File: config.mk
export PLATFORM = sky130hd
export DESIGN_NAME = sdd_decim_top
export DESIGN_NICKNAME = d
export VERILOG_FILES = /design/src/rtl/sdd_pkg.sv /design/src/rtl/sdd_decim_top.sv /design/src/rtl/sdd_fifo.sv
export VERILOG_INCLUDE_DIRS = /design/src /design/src/rtl
export SDC_FILE = /design/constraint.sdc
export NUM_CORES = 2
export LEC_CHECK = 0
export BUFFER_PORTS_ARGS = -buffer_cell sky130_fd_sc_hd__buf_4
export CAP_MARGIN = 20
export CORE_ASPECT_RATIO = 1.25
export CORE_UTILIZATION = 45
export DETAILED_ROUTE_END_ITERATION = 10
export SYNTH_ARGS = -nofsm -noshare
export SYNTH_HDL_FRONTEND = slang
export SYNTH_SLANG_ARGS = --single-unit
File: constraint.sdc
create_clock -name sys_clk_i -period 23.3 [get_ports sys_clk_i]
set_input_delay 1.165 -clock sys_clk_i [delete_from_list [all_inputs] [get_ports sys_clk_i]]
set_output_delay 1.165 -clock sys_clk_i [all_outputs]
set_load 0.01 [all_outputs]
File: src/rtl/sdd_consts.svh
/*
  Constants for the sigma-delta decimator: sizes, reset values, counts.
  Assumes it is included once per compilation unit by its bare name.
*/
`ifndef SDD_CONSTS_SVH
`define SDD_CONSTS_SVH

// Modulator samples per output word: 4.9152 MHz / 5 Hz
`define SDD_DECIM          983040
// Filter order, cascaded stages
`define SDD_ORDER          4
// Output words before a new value is fully settled
`define SDD_SETTLE_WORDS   4
// Output word period at nominal master clock, ms
`define SDD_WORD_PERIOD_MS 200
// Output words per display refresh (5 Hz / 2.5 Hz)
`define SDD_LCD_DIV        2
// Result word width
`define SDD_RES_W          24
// Segment image: 13 segment lines by 3 backplanes
`define SDD_SEG_W          39
// Result FIFO depth
`define SDD_FIFO_DEPTH     32
// Clock source after reset: internal oscillator
`define SDD_CLK_SEL_RST    1'b0

`endif

File: src/rtl/sdd_pkg.sv
/*
  Types shared by the decimator files.
  Assumes nothing of its surroundings.
*/
package sdd_pkg;

  typedef enum logic [0:0] {
    SDD_SETTLING,
    SDD_SETTLED
  } sdd_settle_e;

endpackage

File: src/rtl/sdd_decim_top.sv
/*
  Sigma-delta back end: clock source select, fourth-order sinc decimator,
  result FIFO with end-of-conversion flag, and display image refresh.
  Assumes the modulator bit, oscillator and external clock arrive as pins
  asynchronous to sys_clk_i, and each pin runs well below sys_clk_i / 4.
*/
// Overview of operation
// - Accept one-bit third-order modulator stream
// - Four cascaded moving sums of length N
// - Output settled after four word periods
// - Word rate equals first notch, 5Hz
// - Notches at integer multiples of word rate
// - Cutoff 0.228 of first notch frequency
// - Datapath holds 25% overrange without wrapping
// - Select 0 internal, 1 external clock
// - Clock select is 0 after reset
// - Rates scale with external clock frequency
// - Display refreshed at 2.5Hz nominal
// - Auto copy results or host drives display
// - Each segment individually host switchable
// - Active-low ready flag on stored result
`timescale 1ns/1ps
`include "sdd_consts.svh"
module sdd_decim_top
  import sdd_pkg::*;
#(
  parameter int DECIM      = `SDD_DECIM,
  parameter int RES_W      = `SDD_RES_W,
  parameter int SEG_W      = `SDD_SEG_W,
  parameter int FIFO_DEPTH = `SDD_FIFO_DEPTH
) (
  // Clock and reset
  input  wire logic             sys_clk_i,
  input  wire logic             rst_i,
  // Pins from the analog side and clock sources
  input  wire logic             mod_bit_i,
  input  wire logic             int_osc_i,
  input  wire logic             ext_clk_i,
  // Configuration from the host port
  input  wire logic             clock_source_select_i,
  input  wire logic             auto_display_i,
  input  wire logic             seg_wr_i,
  input  wire logic [SEG_W-1:0] seg_data_i,
  input  wire logic             overrun_clr_i,
  // Result stream to the host port
  output logic                  res_valid_o,
  input  wire logic             res_ready_i,
  output logic      [RES_W-1:0] res_data_o,
  output logic                  eoc_n_o,
  output logic                  settled_o,
  output logic                  overrun_o,
  // Display driver side
  output logic      [SEG_W-1:0] lcd_seg_o,
  output logic                  lcd_update_o
);

  localparam int ORDER = `SDD_ORDER;
  // Sign plus a guard bit: with a power-of-two N, +N^4 would otherwise wrap
  localparam int ACC_W = ORDER * $clog2(DECIM) + 2;
  localparam int CNT_W = $clog2(DECIM);
  localparam int SHIFT = ACC_W - RES_W;

  initial begin
    if (DECIM < 2 || RES_W < 2 || RES_W > ACC_W || SEG_W < RES_W)
      $error("sdd_decim_top: unsupported DECIM, RES_W or SEG_W");
  end

  // Arithmetic right shift then cut to the result width
  function automatic logic [RES_W-1:0] scale_down(input logic [ACC_W-1:0] v);
    logic [ACC_W-1:0] s;
    s = ACC_W'($signed(v) >>> SHIFT);
    return s[RES_W-1:0];
  endfunction

  // Input synchronisers
  logic [1:0] osc_sync_q;
  logic [1:0] ext_sync_q;
  logic [1:0] bit_sync_q;
  logic [1:0] sel_sync_q;

  always_ff @(posedge sys_clk_i) begin
    if (rst_i) begin
      osc_sync_q <= '0;
      ext_sync_q <= '0;
      bit_sync_q <= '0;
      sel_sync_q <= '0;
    end else begin
      osc_sync_q <= {osc_sync_q[0], int_osc_i};
      ext_sync_q <= {ext_sync_q[0], ext_clk_i};
      bit_sync_q <= {bit_sync_q[0], mod_bit_i};
      sel_sync_q <= {sel_sync_q[0], clock_source_select_i};
    end
  end

  // Clock source select
  logic clk_sel_q;
  logic src_level;
  logic src_prev_q;
  logic mod_edge;

  always_ff @(posedge sys_clk_i) begin
    if (rst_i) begin
      clk_sel_q <= `SDD_CLK_SEL_RST;
    end else begin
      clk_sel_q <= sel_sync_q[1];
    end
  end

  assign src_level = clk_sel_q ? ext_sync_q[1] : osc_sync_q[1];

  always_ff @(posedge sys_clk_i) begin
    if (rst_i) begin
      src_prev_q <= 1'b0;
    end else begin
      src_prev_q <= src_level;
    end
  end

  assign mod_edge = src_level && !src_prev_q;

  // Integrator cascade
  logic [ACC_W-1:0] integ_q [ORDER];
  logic [ACC_W-1:0] step;

  // Bit maps to plus or minus one
  assign step = bit_sync_q[1] ? ACC_W'(1) : {ACC_W{1'b1}};

  // Wide enough for N^4 at the comb output; the integrators wrap
  always_ff @(posedge sys_clk_i) begin
    if (rst_i) begin
      for (int i = 0; i < ORDER; i++) integ_q[i] <= '0;
    end else if (mod_edge) begin
      integ_q[0] <= integ_q[0] + step;
      for (int i = 1; i < ORDER; i++) integ_q[i] <= integ_q[i] + integ_q[i-1];
    end
  end

  // Decimation counter
  logic [CNT_W-1:0] dec_cnt_q;
  logic             word_stb;

  always_ff @(posedge sys_clk_i) begin
    if (rst_i) begin
      dec_cnt_q <= '0;
    end else if (mod_edge) begin
      if (dec_cnt_q == CNT_W'(DECIM - 1)) dec_cnt_q <= '0;
      else dec_cnt_q <= dec_cnt_q + 1'b1;
    end
  end

  assign word_stb = mod_edge && (dec_cnt_q == CNT_W'(DECIM - 1));

  // Comb cascade at the low rate
  logic [ACC_W-1:0] comb_dly_q [ORDER];
  logic [ACC_W-1:0] comb      [ORDER+1];

  always_comb begin
    comb[0] = integ_q[ORDER-1];
    for (int i = 0; i < ORDER; i++) comb[i+1] = comb[i] - comb_dly_q[i];
  end

  always_ff @(posedge sys_clk_i) begin
    if (rst_i) begin
      for (int i = 0; i < ORDER; i++) comb_dly_q[i] <= '0;
    end else if (word_stb) begin
      for (int i = 0; i < ORDER; i++) comb_dly_q[i] <= comb[i];
    end
  end

  // Normalised word; the shift stands in for division by N^4
  logic [RES_W-1:0] result_q;
  logic             result_vld_q;

  always_ff @(posedge sys_clk_i) begin
    if (rst_i) begin
      result_q     <= '0;
      result_vld_q <= 1'b0;
    end else begin
      result_vld_q <= word_stb;
      if (word_stb) result_q <= scale_down(comb[ORDER]);
    end
  end

  // Settling tracker; a source change restarts it since the history is stale
  sdd_settle_e      settle_st_q;
  logic [2:0]       settle_cnt_q;

  always_ff @(posedge sys_clk_i) begin
    if (rst_i || (clk_sel_q != sel_sync_q[1])) begin
      settle_st_q  <= SDD_SETTLING;
      settle_cnt_q <= '0;
    end else if (result_vld_q) begin
      case (settle_st_q)
        SDD_SETTLING: begin
          settle_cnt_q <= settle_cnt_q + 1'b1;
          if (settle_cnt_q == 3'(`SDD_SETTLE_WORDS - 1)) settle_st_q <= SDD_SETTLED;
        end
        SDD_SETTLED: settle_st_q <= SDD_SETTLED;
        default:     settle_st_q <= SDD_SETTLING;
      endcase
    end
  end

  always_ff @(posedge sys_clk_i) begin
    if (rst_i) settled_o <= 1'b0;
    else settled_o <= (settle_st_q == SDD_SETTLED);
  end

  // Result FIFO; the filter cannot pause, so a full FIFO drops the word
  logic fifo_ready;
  logic fifo_vld;

  sdd_fifo #(
    .WIDTH (RES_W),
    .DEPTH (FIFO_DEPTH)
  ) u_fifo (
    .sys_clk_i   (sys_clk_i),
    .rst_i       (rst_i),
    .in_valid_i  (result_vld_q),
    .in_ready_o  (fifo_ready),
    .in_data_i   (result_q),
    .out_valid_o (fifo_vld),
    .out_ready_i (res_ready_i),
    .out_data_o  (res_data_o)
  );

  assign res_valid_o = fifo_vld;

  // Overrun flag: a drop in the clearing cycle still sets it
  always_ff @(posedge sys_clk_i) begin
    if (rst_i) overrun_o <= 1'b0;
    else if (result_vld_q && !fifo_ready) overrun_o <= 1'b1;
    else if (overrun_clr_i) overrun_o <= 1'b0;
  end

  always_ff @(posedge sys_clk_i) begin
    if (rst_i) eoc_n_o <= 1'b1;
    else eoc_n_o <= !fifo_vld;
  end

  // Display image shadow and refresh pacing
  logic [SEG_W-1:0] shadow_q;
  logic             lcd_div_q;

  always_ff @(posedge sys_clk_i) begin
    if (rst_i) begin
      shadow_q <= '0;
    end else if (auto_display_i && result_vld_q) begin
      shadow_q <= {{(SEG_W-RES_W){1'b0}}, result_q};
    end else if (!auto_display_i && seg_wr_i) begin
      shadow_q <= seg_data_i;
    end
  end

  always_ff @(posedge sys_clk_i) begin
    if (rst_i) begin
      lcd_div_q    <= 1'b0;
      lcd_update_o <= 1'b0;
    end else begin
      lcd_update_o <= result_vld_q && lcd_div_q;
      if (result_vld_q) lcd_div_q <= !lcd_div_q;
    end
  end

  always_ff @(posedge sys_clk_i) begin
    if (rst_i) lcd_seg_o <= '0;
    else if (result_vld_q && lcd_div_q) lcd_seg_o <= shadow_q;
  end
endmodule

File: src/rtl/sdd_fifo.sv
/*
  Result FIFO with valid/ready on both sides; read data held in a register.
  Assumes one clock and a synchronous active-high reset.
*/
`timescale 1ns/1ps
module sdd_fifo
  import sdd_pkg::*;
#(
  parameter int WIDTH = 24,
  parameter int DEPTH = 32
) (
  // Clock and reset
  input  wire logic             sys_clk_i,
  input  wire logic             rst_i,
  // Fill side
  input  wire logic             in_valid_i,
  output logic                  in_ready_o,
  input  wire logic [WIDTH-1:0] in_data_i,
  // Drain side
  output logic                  out_valid_o,
  input  wire logic             out_ready_i,
  output logic      [WIDTH-1:0] out_data_o
);

  localparam int AW = (DEPTH > 1) ? $clog2(DEPTH) : 1;

  initial begin
    if (DEPTH < 2 || (1 << AW) != DEPTH || WIDTH < 1)
      $error("sdd_fifo: DEPTH must be a power of two >= 2");
  end

  logic [WIDTH-1:0] mem_q [DEPTH];
  logic [AW-1:0]    wr_ptr_q;
  logic [AW-1:0]    rd_ptr_q;
  logic [AW:0]      count_q;
  logic             push;
  logic             pop;

  assign in_ready_o = (count_q != (AW+1)'(DEPTH));
  assign push       = in_valid_i && in_ready_o;
  // Output register refills when empty or being drained
  assign pop        = (count_q != '0) && (!out_valid_o || out_ready_i);

  always_ff @(posedge sys_clk_i) begin
    if (push) begin
      mem_q[wr_ptr_q] <= in_data_i;
    end
  end

  always_ff @(posedge sys_clk_i) begin
    if (rst_i) begin
      wr_ptr_q <= '0;
      rd_ptr_q <= '0;
      count_q  <= '0;
    end else begin
      if (push) wr_ptr_q <= wr_ptr_q + 1'b1;
      if (pop)  rd_ptr_q <= rd_ptr_q + 1'b1;
      count_q <= count_q + (AW+1)'(push) - (AW+1)'(pop);
    end
  end

  always_ff @(posedge sys_clk_i) begin
    if (rst_i) begin
      out_valid_o <= 1'b0;
      out_data_o  <= '0;
    end else if (pop) begin
      out_valid_o <= 1'b1;
      out_data_o  <= mem_q[rd_ptr_q];
    end else if (out_ready_i) begin
      out_valid_o <= 1'b0;
    end
  end
endmodule

==> run metrics <==
global-route track usage on met3 2.04%; total power approximately 9900 uW; overall die area 218000 um^2; HPWL reported at the end of detailed placement 180000 um; number of buffers created by CTS roughly 170; initial core utilization approximately 45%; wire length of the first global-routing pass 379000 um; category of the worst setup path capture point flip-flop; run status finished, final reports clean; adder and majority cell fraction of the synthesized area just under 9%; core region area 215000 um^2; Final Setup Violations 0; cell area after synthesis 97500 um^2; detailed router's first-iteration violation count 4069; total vias in the final route 68100; Synth Area in Simple Gates roughly an eighth; level count of the clock H-tree 4; post-synthesis register bit count 1607; fraction of layout instances using a drive strength above 1 9.37%; Worst Setup SP integ_q[3][0]; Clock Sinks 1607; GR Layer Usage met2 41.5%; relative max-transition margin 30.0%; Seq pwr share between 30% and 40%; initial antenna violation count 1; required time of the worst setup path 23.99 ns; RSZ-0062 raised after global routing false; top achievable clock speed 87.7 MHz; count of hold buffers inserted by post-cts repair 0; first-pass detailed-route iteration total 5; shortest period the worst path allows 11.40 ns; share of synthesized flip-flops with an asynchronous set or reset 0%; total setup buffers inserted after CTS 0; library cell contributing the largest single delay on the critical path a2111oi_0; Cells after Synth about 9000; switching power total 3580 uW; mux cell area share after synthesis 6.12%; arrival time at the worst endpoint 12.09 ns; Syn Nets 9677; final routed DRC violation total 0; Buf+Inv Stages, Crit Path 3; type of the tightest min-delay check reg -> reg; leakage power figure 0.0407 uW; worst setup path category reg -> reg; main combinational cell family by area after synthesis compound AO/OA/AOI/OAI gates; mean area per synthesized cell ~11 um^2; summed area of non-filler cells in the final layout 107000 um^2; power density of the placed cells 92.8 nW/um^2; final sum of negative setup slack 0 ns; Max stage delay on crit path around 0.80 ns; number of inserted filler cells in the final layout 19400; die span in y about 520 um; via density per instance 5.70; Peak VDD IR 75.4 uV; xor and xnor fraction of the mapped netlist area 4.94%; Gates resized, CTS repair 0; Die Wd ~420 um; ratio of final minimum period to clock period 48.9%; clock tree from TritonCTS yes; number of routed nets with antenna violations 0; Port Buf Inserts 116; largest net degree at the start of global routing 150; EDFF count, synth 1424; met1 usage 25.0%; Setup crit start kind flip-flop; Root Driver clkbuf_16; Total GRT Usage 22.0%; Ports 117; maximum clock insertion buffer count 3; Reg clk slew, reported paths 0.06 ns; Final Skew 0.0737 ns; Area Overhead vs Synth 9.57%; launch instance of the worst register-to-register path integ_q[3][0]; source-to-sink clock delay at the later pin of the worst-skew pair 0.83 ns; combinational fraction of design power 39.4%; Layout Nets roughly 9700; total wirelength of the detailed-routed design 245000 um; launch instance of the worst min-delay path u_fifo.out_valid_o; share of total power consumed by net switching 36.2%; power share of the clock group 27.4%; largest driver fanout on the critical path 8; post-DR wirelength/cell approximately 20 um; Yosys warnings 0; Synth cell types 121; total count of max-transition violations in the final report 0; compound-cell area share of the yosys netlist 16.3%; proportion of synthesized chip area in sequential cells 47.6%; internal power of the cells around 6300 uW; Tightest Pin Transition 1.05 ns; # rows 190; final hold viol count 0; highest-utilization routing layer at the global route stage met2; RePlAce Congestion 0.916; maxcap violations 0; cell type group with the largest total delay on the critical path compound AO/OA/AOI/OAI gates; vias in the first global route 68600; total cell area at the placement stage 101000 um^2; top flip-flop cell by instance count after synthesis edfxtp_1; grt ovf 0
-- metal layers --
layer / share of wire [%] / vias up
met3: 3.0 / 453
met5: 0 / -
met4: 4.3 / 0
met2: 53 / 1387
li1: - / 33400
met1: 40 / 32900
-- cell usage in the layout, fill, tap and decap left out, types with 33 or more instances in the layout --
cell and instances:
o21a_1 75, nand2_1 536, nor3_1 145, edfxtp_1 1424, nor2_2 33, a22o_1 44
a21oi_1 723, and3_1 62, a21o_1 478, nand3_1 135, buf_4 209, mux4_2 240
o21bai_1 134, nand4_1 165, nor2b_1 93, nand2b_1 81, dfxtp_1 178, ha_1 663
nor2_1 726, o21ai_1 43, o211ai_1 40, xnor2_1 310, clkbuf_16 172, o21ai_0 342
o31ai_1 35, xor2_1 237, inv_1 518, mux2i_1 53, a31oi_1 77, a211oi_1 76
and2_1 361
-- registers in the layout, summed over array words and instances (netlist names), 3 cells and up --
register,count
comb_dly_q,328
dec_cnt_q,20
integ_q,328
lcd_seg_o,39
result_q,24
settle_cnt_q,3
shadow_q,39
u_fifo.count_q,6
u_fifo.mem_q,768
u_fifo.out_data_o,24
u_fifo.rd_ptr_q,5
u_fifo.wr_ptr_q,5
-- through the flow --
stage / instances / setup WS (ns) / hold WS (ns) / utilization (%)
5_1_grt: 12000 / 11.06 / 0.448 / 49.7
2_1_floorplan: 8957 / 11.57 / 0.414 / -
3_5_place_dp: 11600 / 11.92 / 0.415 / 47.1
4_1_cts: 12000 / 11.87 / 0.433 / 49.7
3_3_place_gp: 11600 / 11.83 / 0.395 / 47.0
6_report: 12000 / 11.90 / 0.425 / 49.7
-- Yosys cell counts, drive strengths merged (65+ instances only) --
library cell     n  share of area (%)
o21ai          385                2.0
and3            65               0.42
inv            520                2.0
xor2           237                2.1
a21oi          727                3.7
nor2b           95               0.61
a31oi           77               0.49
nor3           146               0.75
mux4           240                5.5
nand3          136               0.70
a211oi          78               0.61
o21bai         135                1.1
nand2b          81               0.52
ha             663                8.5
and2           365                2.3
dfxtp          183                3.8
xnor2          310                2.8
o21a            75               0.58
a21o           483                3.7
nand2          536                2.1
edfxtp        1424                 44
clkbuf         347                1.4
nor2           759                2.9
nand4          168                1.1
-- final timing paths --
check | endpoint | depth (start not counted) | slack (ns)
worst max-delay path | result_q[22] | 44 | 11.90
worst min-delay path | eoc_n_o | 1 | 0.42
worst max register to register | result_q[22] | 44 | 11.90
worst min register to register | eoc_n_o | 1 | 0.42
-- cells by family (layout without fill, tap and decap cells) --
kind of cell               count (synthesis)  in the layout
xor gates and xnor gates                 548            548
muxes                                    295            295
other                                      0              2
DFF                                     1607           1607
AOI/OAI and AO/OA                       2405           2405
buffers and inverters                    926           1043
and+or+nand+nor                         2505           2505
adders and majority gates                671            671
-- final cells by class --
cell class,instances,area (um^2),area share [%]
clock buffers,213,4580,4.29
flip-flops and latches,1607,46400,43.5
clock inverters,94,1020,0.955
multi-input cells,6424,47500,44.4
repair buffers,215,1700,1.59
well taps,2880,3600,3.37
diodes,2,5.00,0.00469
inverters,521,1980,1.85
-- power by group through the flow --
stage / combinational, uW / sequential [uW] / clock, uW
after global routing: 4320 / 3310 / 2870
after CTS: 3900 / 3300 / 2770
final: 3900 / 3290 / 2710
after detailed placement: 3880 / 3360 / 0
after global placement: 3850 / 3350 / 0
after floorplan: 3000 / 3320 / 0
No activity file was read; power rests on OpenSTA's default activity.
